<file path="src/rtl/csod_pkg.sv">
// Constants for the channel status, offset trim and data register bank
// Behaviour
// - Signed 16-bit offset trim in two bytes, writable only until init lock.
// - Trim is added to scaled data ahead of offset cancellation.
// - One trim LSB moves the reported data by exactly one LSB.
// - Both trim bytes feed the configuration array error check.
// - Pending flag sets on reset, clears on any select bit or PSI5 test start.
// - Outside PSI5, clip flag sets when sinc output hits either rail.
// - Clip flag clears on status read or on a transmission reporting it.
// - In PSI5 mode the clip flag has no effect on anything.
// - Three-bit cancel phase field: 0-5 phases, 6 normal, 7 unused.
// - Running flag is OR of four select bits and applied test voltage.
// - Offset flag sets at offset limit, clears like the clip flag.
// - Startup self-test fail flag stays set until device reset.
// - Mirror returns device status bits and triggers the same read effects.
// - Read-only 16-bit data0 in two bytes, type picked by select field.
// - In I2C mode a low-byte read latches high byte until high read.
package csod_pkg;
   // ------------------------------------------------------------
   // Register offsets
   // ------------------------------------------------------------
   localparam logic [7:0] OFS_TRIM_LO = 8'h55;
   localparam logic [7:0] OFS_TRIM_HI = 8'h56;
   localparam logic [7:0] OFS_CH_STAT = 8'h60;
   localparam logic [7:0] OFS_MIRROR = 8'h61;
   localparam logic [7:0] OFS_DATA0_LO = 8'h62;
   localparam logic [7:0] OFS_DATA0_HI = 8'h63;
   // ------------------------------------------------------------
   // Channel status fields and reset values
   // ------------------------------------------------------------
   localparam int BIT_CLIP = 7;
   localparam int POS_PHASE = 4;
   localparam int BIT_PENDING = 3;
   localparam int BIT_RUNNING = 2;
   localparam int BIT_OFFSET = 1;
   localparam int BIT_STFAIL = 0;
   localparam int BIT_MIRROR_RSVD = 6;
   localparam logic [7:0] RST_CH_STAT = 8'h08;
   localparam logic [15:0] RST_TRIM = 16'h0000;
   localparam logic [15:0] RST_DATA0 = 16'h0000;
   localparam logic [2:0] PHASE_UNUSED = 3'h7;
   localparam logic [2:0] PHASE_NORMAL = 3'h6;
endpackage : csod_pkg

</file>
<file path="src/rtl/csod_flag_if.sv">
// Set and clear strobes and sticky flag values between bank and flag unit
interface csod_flag_if;
   logic clip_set;
   logic offset_set;
   logic clear_read;
   logic clip_tx_clr;
   logic offset_tx_clr;
   logic pending_clr;
   logic stfail_set;
   logic clip_flag;
   logic offset_flag;
   logic pending_flag;
   logic stfail_flag;
   modport bank (
      output clip_set, offset_set, clear_read, clip_tx_clr, offset_tx_clr,
      output pending_clr, stfail_set,
      input clip_flag, offset_flag, pending_flag, stfail_flag
   );
   modport unit (
      input clip_set, offset_set, clear_read, clip_tx_clr, offset_tx_clr,
      input pending_clr, stfail_set,
      output clip_flag, offset_flag, pending_flag, stfail_flag
   );
endinterface : csod_flag_if

</file>
<file path="src/rtl/csod_bank.sv">
// Channel status, user offset trim and sensor data0 register bank
module csod_bank #(
   parameter int TYPE_W = 2
) (
   input wire logic clk,
   input wire logic rst,
   input wire logic [7:0] reg_addr,
   input wire logic reg_wr,
   input wire logic reg_rd,
   input wire logic [7:0] reg_wdata,
   output logic [7:0] reg_rdata,
   input wire logic i2c_mode,
   input wire logic psi5_mode,
   input wire logic init_lock_bit,
   input wire logic [3:0] selftest_select,
   input wire logic psi5_selftest_start,
   input wire logic selftest_voltage_on,
   input wire logic psi5_startup_fail,
   input wire logic sinc_at_rail,
   input wire logic offset_limit_hit,
   input wire logic clip_tx_reported,
   input wire logic offset_tx_reported,
   input wire logic [2:0] cancel_phase_field,
   input wire logic [7:0] device_status,
   output logic device_status_read,
   input wire logic [TYPE_W-1:0] data0_type_select,
   input wire logic [(2**TYPE_W)*16-1:0] data0_sources,
   input wire logic [15:0] scaled_data,
   output logic [15:0] trimmed_data,
   output logic [15:0] user_offset_trim
);
   // ------------------------------------------------------------
   // Address decode
   // ------------------------------------------------------------
   function automatic logic hit(input logic [7:0] a, input logic [7:0] o);
      hit = (a == o);
   endfunction : hit

   logic rd_stat;
   logic rd_mirror;
   logic rd_d0_lo;
   logic rd_d0_hi;
   assign rd_stat = reg_rd && hit(reg_addr, csod_pkg::OFS_CH_STAT);
   assign rd_mirror = reg_rd && hit(reg_addr, csod_pkg::OFS_MIRROR);
   assign rd_d0_lo = reg_rd && hit(reg_addr, csod_pkg::OFS_DATA0_LO);
   assign rd_d0_hi = reg_rd && hit(reg_addr, csod_pkg::OFS_DATA0_HI);
   assign device_status_read = rd_mirror;

   // ------------------------------------------------------------
   // Flag unit
   // ------------------------------------------------------------
   csod_flag_if fl ();
   csod_flag_unit u_flags (
      .clk(clk),
      .rst(rst),
      .fl(fl)
   );
   assign fl.clip_set = sinc_at_rail && !psi5_mode;
   assign fl.clip_tx_clr = clip_tx_reported && !psi5_mode;
   assign fl.offset_set = offset_limit_hit;
   assign fl.offset_tx_clr = offset_tx_reported;
   assign fl.clear_read = rd_stat;
   assign fl.pending_clr = (|selftest_select) || psi5_selftest_start;
   assign fl.stfail_set = psi5_startup_fail;

   logic running;
   assign running = (|selftest_select) || selftest_voltage_on;

   logic [7:0] stat_view;
   always_comb begin
      stat_view = 8'h00;
      stat_view[csod_pkg::BIT_CLIP] = fl.clip_flag;
      stat_view[csod_pkg::POS_PHASE +: 3] = cancel_phase_field;
      stat_view[csod_pkg::BIT_PENDING] = fl.pending_flag;
      stat_view[csod_pkg::BIT_RUNNING] = running;
      stat_view[csod_pkg::BIT_OFFSET] = fl.offset_flag;
      stat_view[csod_pkg::BIT_STFAIL] = fl.stfail_flag;
   end

   // ------------------------------------------------------------
   // User offset trim
   // ------------------------------------------------------------
   logic [15:0] trim;
   logic [15:0] next_trim;
   always_comb begin
      next_trim = trim;
      if (reg_wr && !init_lock_bit) begin
         if (hit(reg_addr, csod_pkg::OFS_TRIM_LO)) begin
            next_trim[7:0] = reg_wdata;
         end
         if (hit(reg_addr, csod_pkg::OFS_TRIM_HI)) begin
            next_trim[15:8] = reg_wdata;
         end
      end
   end
   always_ff @(posedge clk or posedge rst) begin
      if (rst) begin
         trim <= csod_pkg::RST_TRIM;
      end else begin
         trim <= next_trim;
      end
   end
   // Trim bytes go out to the configuration array checker
   assign user_offset_trim = trim;

   // ------------------------------------------------------------
   // Data path: trim added after scaling, same LSB weight
   // ------------------------------------------------------------
   logic [15:0] sum;
   logic [15:0] next_sum;
   always_comb begin
      next_sum = 16'(scaled_data + trim);
   end
   always_ff @(posedge clk or posedge rst) begin
      if (rst) begin
         sum <= csod_pkg::RST_DATA0;
      end else begin
         sum <= next_sum;
      end
   end
   assign trimmed_data = sum;

   // ------------------------------------------------------------
   // Sensor data0 select and high byte latch
   // ------------------------------------------------------------
   logic [15:0] data0;
   assign data0 = data0_sources[data0_type_select*16 +: 16];

   logic [7:0] hi_hold;
   logic hi_held;
   logic [7:0] next_hi_hold;
   logic next_hi_held;
   always_comb begin
      next_hi_hold = hi_hold;
      next_hi_held = hi_held;
      if (rd_d0_hi) begin
         next_hi_held = 1'b0;
      end
      if (rd_d0_lo && i2c_mode) begin
         next_hi_hold = data0[15:8];
         next_hi_held = 1'b1;
      end
   end
   always_ff @(posedge clk or posedge rst) begin
      if (rst) begin
         hi_hold <= csod_pkg::RST_DATA0[15:8];
         hi_held <= 1'b0;
      end else begin
         hi_hold <= next_hi_hold;
         hi_held <= next_hi_held;
      end
   end

   // ------------------------------------------------------------
   // Read data, one cycle after the read strobe
   // ------------------------------------------------------------
   logic [7:0] rdata;
   logic [7:0] next_rdata;
   always_comb begin
      next_rdata = rdata;
      if (reg_rd) begin
         unique case (reg_addr)
            csod_pkg::OFS_TRIM_LO: next_rdata = trim[7:0];
            csod_pkg::OFS_TRIM_HI: next_rdata = trim[15:8];
            csod_pkg::OFS_CH_STAT: next_rdata = stat_view;
            csod_pkg::OFS_MIRROR: begin
               next_rdata = device_status;
               next_rdata[csod_pkg::BIT_MIRROR_RSVD] = 1'b0;
            end
            csod_pkg::OFS_DATA0_LO: next_rdata = data0[7:0];
            csod_pkg::OFS_DATA0_HI: begin
               next_rdata = (hi_held && i2c_mode) ? hi_hold : data0[15:8];
            end
            default: next_rdata = 8'h00;
         endcase
      end
   end
   always_ff @(posedge clk or posedge rst) begin
      if (rst) begin
         rdata <= 8'h00;
      end else begin
         rdata <= next_rdata;
      end
   end
   assign reg_rdata = rdata;

   // ------------------------------------------------------------
   // Checks
   // ------------------------------------------------------------
   chk_trim_locked: assert property (
      @(posedge clk) disable iff (rst)
      init_lock_bit |=> trim == $past(trim))
      else $error("trim changed while locked");
   chk_trim_write: assert property (
      @(posedge clk) disable iff (rst)
      (reg_wr && !init_lock_bit && hit(reg_addr, csod_pkg::OFS_TRIM_HI))
         |=> trim[15:8] == $past(reg_wdata))
      else $error("trim high byte write lost");
   chk_trim_sum: assert property (
      @(posedge clk) disable iff (rst)
      1'b1 |=> trimmed_data == 16'($past(scaled_data) + $past(trim)))
      else $error("trimmed data not scaled plus trim");
   chk_hi_latched: assert property (
      @(posedge clk) disable iff (rst)
      (rd_d0_lo && i2c_mode) ##1 (!rd_d0_lo && !rd_d0_hi)
         ##1 (rd_d0_hi && i2c_mode)
         |=> reg_rdata == $past(data0[15:8], 3))
      else $error("high byte not taken from latch");
   chk_hi_pair: assert property (
      @(posedge clk) disable iff (rst)
      (rd_d0_lo && i2c_mode) ##1 (rd_d0_hi && i2c_mode)
         |=> reg_rdata == $past(data0[15:8], 2))
      else $error("high byte of pair not from latch");
   chk_status_write: assert property (
      @(posedge clk) disable iff (rst)
      (reg_wr && !reg_rd && hit(reg_addr, csod_pkg::OFS_CH_STAT)
         && !sinc_at_rail && !offset_limit_hit
         && !clip_tx_reported && !offset_tx_reported)
         |=> fl.clip_flag == $past(fl.clip_flag)
         && fl.offset_flag == $past(fl.offset_flag))
      else $error("write to status register cleared a flag");
   chk_mirror_read: assert property (
      @(posedge clk) disable iff (rst)
      rd_mirror |-> device_status_read
         ##1 reg_rdata == ($past(device_status) & 8'hbf))
      else $error("mirror read wrong");
   chk_psi5_clip: assert property (
      @(posedge clk) disable iff (rst)
      (psi5_mode && !fl.clip_flag && !rd_stat) |=> !fl.clip_flag)
      else $error("clip flag set in psi5 mode");
   chk_status_view: assert property (
      @(posedge clk) disable iff (rst)
      rd_stat |=> reg_rdata[csod_pkg::BIT_RUNNING] ==
         ($past(|selftest_select) || $past(selftest_voltage_on)))
      else $error("running bit wrong");
   chk_trim_low_write: assert property (
      @(posedge clk) disable iff (rst)
      (reg_wr && !init_lock_bit && hit(reg_addr, csod_pkg::OFS_TRIM_LO))
         |=> trim[7:0] == $past(reg_wdata))
      else $error("trim low byte write lost");
   chk_trim_read: assert property (
      @(posedge clk) disable iff (rst)
      (reg_rd && hit(reg_addr, csod_pkg::OFS_TRIM_HI))
         |=> reg_rdata == $past(trim[15:8]))
      else $error("trim high byte read wrong");
   chk_phase_view: assert property (
      @(posedge clk) disable iff (rst)
      rd_stat |=> reg_rdata[csod_pkg::POS_PHASE +: 3] ==
         $past(cancel_phase_field))
      else $error("cancel phase field wrong");
   chk_clip_set: assert property (
      @(posedge clk) disable iff (rst)
      (sinc_at_rail && !psi5_mode) |=> fl.clip_flag)
      else $error("clip flag not set at rail");
   chk_clip_tx_clear: assert property (
      @(posedge clk) disable iff (rst)
      (clip_tx_reported && !psi5_mode && !sinc_at_rail)
         |=> !fl.clip_flag)
      else $error("clip flag not cleared by transmission");
   chk_offset_set: assert property (
      @(posedge clk) disable iff (rst)
      offset_limit_hit |=> fl.offset_flag)
      else $error("offset flag not set at limit");
   chk_offset_tx_clear: assert property (
      @(posedge clk) disable iff (rst)
      (offset_tx_reported && !offset_limit_hit)
         |=> !fl.offset_flag)
      else $error("offset flag not cleared by transmission");
   chk_stfail_set: assert property (
      @(posedge clk) disable iff (rst)
      psi5_startup_fail |=> fl.stfail_flag)
      else $error("startup fail flag not set");
   chk_pending_clear: assert property (
      @(posedge clk) disable iff (rst)
      ((|selftest_select) || psi5_selftest_start)
         |=> !fl.pending_flag)
      else $error("pending flag kept after self-test start");
   chk_data0_low: assert property (
      @(posedge clk) disable iff (rst)
      rd_d0_lo |=> reg_rdata == $past(data0[7:0]))
      else $error("data0 low byte wrong");
   chk_hi_live: assert property (
      @(posedge clk) disable iff (rst)
      (rd_d0_hi && !i2c_mode) |=> reg_rdata == $past(data0[15:8]))
      else $error("data0 high byte not live");
   chk_latch_release: assert property (
      @(posedge clk) disable iff (rst)
      (rd_d0_hi && !rd_d0_lo) |=> !hi_held)
      else $error("high byte latch not released");
   chk_data_write: assert property (
      @(posedge clk) disable iff (rst)
      (reg_wr && reg_addr[7:4] == 4'h6)
         |=> trim == $past(trim))
      else $error("write to status or data changed trim");

   cov_clip_read: cover property (
      @(posedge clk) disable iff (rst)
      fl.clip_flag ##1 rd_stat ##1 !fl.clip_flag);
   cov_i2c_pair: cover property (
      @(posedge clk) disable iff (rst)
      (rd_d0_lo && i2c_mode) ##1 (rd_d0_hi && i2c_mode));
   cov_trim_lock: cover property (
      @(posedge clk) disable iff (rst)
      (reg_wr && !init_lock_bit) ##[1:10] init_lock_bit);
   cov_stfail_hold: cover property (
      @(posedge clk) disable iff (rst)
      fl.stfail_flag ##1 rd_stat ##1 fl.stfail_flag);
   cov_pending_clear: cover property (
      @(posedge clk) disable iff (rst)
      fl.pending_flag ##1 !fl.pending_flag);
endmodule : csod_bank

</file>
<file path="src/rtl/csod_flag_unit.sv">
// Sticky channel status flags
module csod_flag_unit (
   input wire logic clk,
   input wire logic rst,
   csod_flag_if.unit fl
);
   logic clip_flag;
   logic offset_flag;
   logic pending_flag;
   logic stfail_flag;
   logic next_clip_flag;
   logic next_offset_flag;
   logic next_pending_flag;
   logic next_stfail_flag;

   // ------------------------------------------------------------
   // Flag update, set beats clear
   // ------------------------------------------------------------
   always_comb begin
      next_clip_flag = clip_flag;
      next_offset_flag = offset_flag;
      next_pending_flag = pending_flag;
      next_stfail_flag = stfail_flag;
      if (fl.clear_read || fl.clip_tx_clr) begin
         next_clip_flag = 1'b0;
      end
      if (fl.clip_set) begin
         next_clip_flag = 1'b1;
      end
      if (fl.clear_read || fl.offset_tx_clr) begin
         next_offset_flag = 1'b0;
      end
      if (fl.offset_set) begin
         next_offset_flag = 1'b1;
      end
      if (fl.pending_clr) begin
         next_pending_flag = 1'b0;
      end
      if (fl.stfail_set) begin
         next_stfail_flag = 1'b1;
      end
   end

   always_ff @(posedge clk or posedge rst) begin
      if (rst) begin
         clip_flag <= csod_pkg::RST_CH_STAT[csod_pkg::BIT_CLIP];
         offset_flag <= csod_pkg::RST_CH_STAT[csod_pkg::BIT_OFFSET];
         pending_flag <= csod_pkg::RST_CH_STAT[csod_pkg::BIT_PENDING];
         stfail_flag <= csod_pkg::RST_CH_STAT[csod_pkg::BIT_STFAIL];
      end else begin
         clip_flag <= next_clip_flag;
         offset_flag <= next_offset_flag;
         pending_flag <= next_pending_flag;
         stfail_flag <= next_stfail_flag;
      end
   end

   assign fl.clip_flag = clip_flag;
   assign fl.offset_flag = offset_flag;
   assign fl.pending_flag = pending_flag;
   assign fl.stfail_flag = stfail_flag;

   // ------------------------------------------------------------
   // Checks
   // ------------------------------------------------------------
   chk_set_beats_clear: assert property (
      @(posedge clk) disable iff (rst)
      (fl.clip_set || fl.offset_set) |=>
         (!$past(fl.clip_set) || clip_flag) &&
         (!$past(fl.offset_set) || offset_flag))
      else $error("flag lost when set met clear");
   chk_read_clears: assert property (
      @(posedge clk) disable iff (rst)
      (fl.clear_read && !fl.offset_set && !fl.clip_set) |=>
         !offset_flag && !clip_flag)
      else $error("status read left a flag set");
   chk_stfail_sticky: assert property (
      @(posedge clk) disable iff (rst)
      stfail_flag |=> stfail_flag)
      else $error("startup fail flag cleared without reset");
   chk_pending_drop: assert property (
      @(posedge clk) disable iff (rst)
      fl.pending_clr |=> !pending_flag ##1 !pending_flag)
      else $error("pending flag not cleared");
endmodule : csod_flag_unit

</file>
<file path="config.mk">
export PLATFORM = sky130hd
export DESIGN_NAME = csod_bank
export DESIGN_NICKNAME = d
export VERILOG_FILES = /design/src/rtl/csod_pkg.sv /design/src/rtl/csod_flag_if.sv /design/src/rtl/csod_bank.sv /design/src/rtl/csod_flag_unit.sv
export SDC_FILE = /design/constraint.sdc
export NUM_CORES = 1
export LEC_CHECK = 0
export BUFFER_PORTS_ARGS = -buffer_cell sky130_fd_sc_hd__buf_2
export CORE_MARGIN = 3
export CORE_UTILIZATION = 50
export DETAILED_ROUTE_END_ITERATION = 6
export GPL_TIMING_DRIVEN = 0
export PLACE_DENSITY = 0.86
export SLEW_MARGIN = 40
export SYNTH_ARGS = -nofsm -noshare
export SYNTH_HDL_FRONTEND = slang
export SYNTH_SLANG_ARGS = --single-unit
</file>
<file path="constraint.sdc">
create_clock -name clk -period 6.7 [get_ports clk]
set_clock_uncertainty 0.1 [all_clocks]
set_input_delay 0.335 -clock clk [delete_from_list [all_inputs] [get_ports clk]]
set_output_delay 0.335 -clock clk [all_outputs]
set_load 0.01 [all_outputs]
</file>
==> flow_metrics.env <==
export IMPL_p_leak_uw=0.002347
export IMPL_route_detailed_drc=0
export IMPL_setup_viol=0
export IMPL_ys_top_cells_by_count="52 x dfrtp_1, 21 x nand2_1, 18 x a21oi_1"
export IMPL_finalHoldViolations=0
export IMPL_nets=605
export IMPL_worstSetupStartpointType="flip-flop"
export IMPL_syn_nets=434
export IMPL_post_cts_buffers=0
export IMPL_synthFlopType="dfrtp_1"
export IMPL_critical_path_class="reg -> reg"
export IMPL_max_vdd_ir_drop_uv=94.90
export IMPL_final_setup_tns_ps=0
export IMPL_rows=29
export IMPL_relSlewSlack=0.7497
export IMPL_async_reset_ff_frac=1.000
export IMPL_die_height_um=88.11
export IMPL_final_core_util=0.6798
export IMPL_grt_max_degree=39
export IMPL_via_count=3176
export IMPL_core_um2=6459
export IMPL_holdCritStartpoint="psi5_selftest_start"
export IMPL_dp_cells=531
export IMPL_synth_warning_count=0
export IMPL_maxCapViolations=0
export IMPL_yosysMostFrequentCell="dfrtp_1"
export IMPL_fin_crit_sh=0.3812
export IMPL_ant_nets=0
export IMPL_fill_cells=521
export IMPL_clkSlewWorstSetupHoldPaths_ps=90
export IMPL_post_drt_wl_per_cell_um=18.52
export IMPL_critical_path_max_fanout=4
export IMPL_drive_above_1_share=0.4644
export IMPL_antenna_found_initial=0
export IMPL_htreeDepth=2
export IMPL_yosysSeqAreaShare=0.3938
export IMPL_cts_made_buffers=5
export IMPL_syn_area_um2=3371
export IMPL_wl_um=10000
export IMPL_fin_ws_ps=4146
export IMPL_root_buffer="clkbuf_8"
export IMPL_area_growth_pct=30.25
export IMPL_synth_area_leaders="dfrtp_1 39%, mux4_2 8.0%, ha_1 5.6%"
export IMPL_drt_pass1_iterations=5
export IMPL_rsz0062_at_grt="no"
export IMPL_grt_use_total=0.2600
export IMPL_status="finished clean"
export IMPL_fin_cells=540
export IMPL_die_w_um=88.11
export IMPL_syn_inst=291
export IMPL_dp_hpwl_um=8231
export IMPL_via_per_inst=5.881
export IMPL_grt_overflow=0
export IMPL_slew_viol_final=0
export IMPL_arrival_ps=2630
export IMPL_port_buffers=162
export IMPL_tightest_slew_ps=372.5
export IMPL_powerDensity_nw_per_um2=149.8
export IMPL_yosysTopAreaCellShare=0.3860
export IMPL_io_pins=168
export IMPL_cts_sink_count=53
export IMPL_reg2reg_slack_ps=4150
export IMPL_rr_startpoint="user_offset_trim[0]"
export IMPL_syn_avg_cell_area_um2=11.58
export IMPL_drt_initial_drc_count=215
export IMPL_cp_startpoint="user_offset_trim[0]"
export IMPL_antenna_cells=0
export IMPL_fmax_mhz=391.5
export IMPL_synth_seq_cells=53
export IMPL_grt_pass1_wl_um=15660
export IMPL_start_util=0.5219
export IMPL_period_minus_slack_ps=2554
export IMPL_gp_congestion=0.9255
export IMPL_post_place_ws_ps=4169
export IMPL_clk_latency_ps=300
export IMPL_synth_edf_count=0
export IMPL_synth_top_area_cell="dfrtp_1"
export IMPL_grt_pass1_vias=3223
export IMPL_clock_path_buffers=2
export IMPL_yosysUniqueCellTypes=55
export IMPL_cp_end_kind="flip-flop"
export IMPL_cts_tree="built"
export IMPL_min_path_type="in -> reg"
export IMPL_dieArea_um2=7762
export IMPL_required_ps=6770
[per-layer routing]
| metal | GRT usage | wire [um] | vias to the layer above |
|---|---|---|---|
| li1 | - | - | 1466 |
| met1 | 0.3459 | 3969 | 1524 |
| met2 | 0.4370 | 5074 | 165 |
| met3 | 0.04233 | 746 | 21 |
| met4 | 0.08104 | 210 | 0 |
| met5 | 0 | 0 | - |
[worst max-delay path, cell delays in order (launching register included)]
cell and delay (ps):
dfrtp_1 430, ha_1 240, fa_1 420, a21o_1 200, a21o_1 200, a21o_1 210, a311oi_2 340, o31ai_1 140
xor2_1 150
[stage by stage]
| step | power [uW] | hold WS [ps] | instance area [um2] |
|---|---|---|---|
| 3_5_place_dp | 488.1 | 182.6 | 4300 |
| 6_report | 657.8 | 50.61 | 4390 |
| 4_1_cts | 659.3 | 49.74 | 4390 |
| 5_1_grt | 689.9 | 50.00 | 4390 |
| 2_1_floorplan | 420.9 | 270.8 | 3371 |
| 3_3_place_gp | 480.3 | 359.9 | 4278 |
[cell type report]
class	instances	area, um2	share of cell area
Tap cell	77	96.34	0.02194
Clock buffer	8	80.08	0.01824
Inverter	4	17.52	0.003990
Multi-Input combinational cell	223	1944	0.4429
Sequential cell	53	1328	0.3024
Buffer	11	83.83	0.01909
Timing Repair Buffer	164	840.8	0.1915
[report_power, final]
part | internal, uW | leakage, uW | total, uW | switching [uW]
registers | 331 | 0.000685 | 338 | 7.15
clock network | 74.6 | 0.0000395 | 175 | 100
logic | 74.0 | 0.00162 | 144 | 70.5
[what timing repair did]
action                                 in CTS  in global routing
resized for setup                           0                  0
endpoints found under the hold margin      15                  0
hold buffers                                1                  0
[sequential cells by signal (all words and copies together) (netlist names)]
register	flops
user_offset_trim	16
reg_rdata	8
hi_hold	8
u_flags.fl.pending_flag	1
trimmed_data	16
u_flags.fl.clip_flag	1
hi_held	1
u_flags.fl.offset_flag	1
u_flags.fl.stfail_flag	1
[worst paths after layout]
kind                                           end  cells past startpoint
max                               trimmed_data[12]                      8
min                        u_flags.fl.pending_flag                      2
max reg2reg                       trimmed_data[12]                      8
min reg2reg                 u_flags.fl.stfail_flag                      1
max in group asynchronous  u_flags.fl.pending_flag                      4
min in group asynchronous          trimmed_data[1]                      3
[cells in the final DEF (no fill, tap or decap), types with 3 or more instances in the layout]
| cell type | instances |
|---|---|
| mux2_1 | 11 |
| inv_1 | 3 |
| ha_1 | 15 |
| dfrtp_1 | 52 |
| buf_2 | 168 |
| mux4_2 | 12 |
| clkbuf_1 | 3 |
| a21oi_1 | 18 |
| xnor2_1 | 6 |
| nand2b_1 | 4 |
| nor3_1 | 4 |
| mux2_2 | 13 |
| o21ai_1 | 10 |
| o21ai_0 | 9 |
| o22ai_1 | 4 |
| clkbuf_8 | 5 |
| nand3_1 | 5 |
| a22o_1 | 11 |
| buf_4 | 3 |
| a22oi_1 | 10 |
| a21o_1 | 8 |
| nor2_1 | 9 |
| mux4_1 | 4 |
| xor2_1 | 9 |
| mux2i_1 | 6 |
| nand2_1 | 21 |
[cells by family (layout without fill, tap and decap cells)]
group,count (synthesis),after routing,share of synthesized area
xor+xnor,15,15,0.03898
buf+inv,15,187,0.02932
simple gates,62,62,0.09948
fa+ha+maj,16,16,0.06162
flops,53,53,0.3938
compound gates,84,84,0.1674
mux,46,46,0.2094
Power figures use the tool's default switching activity.
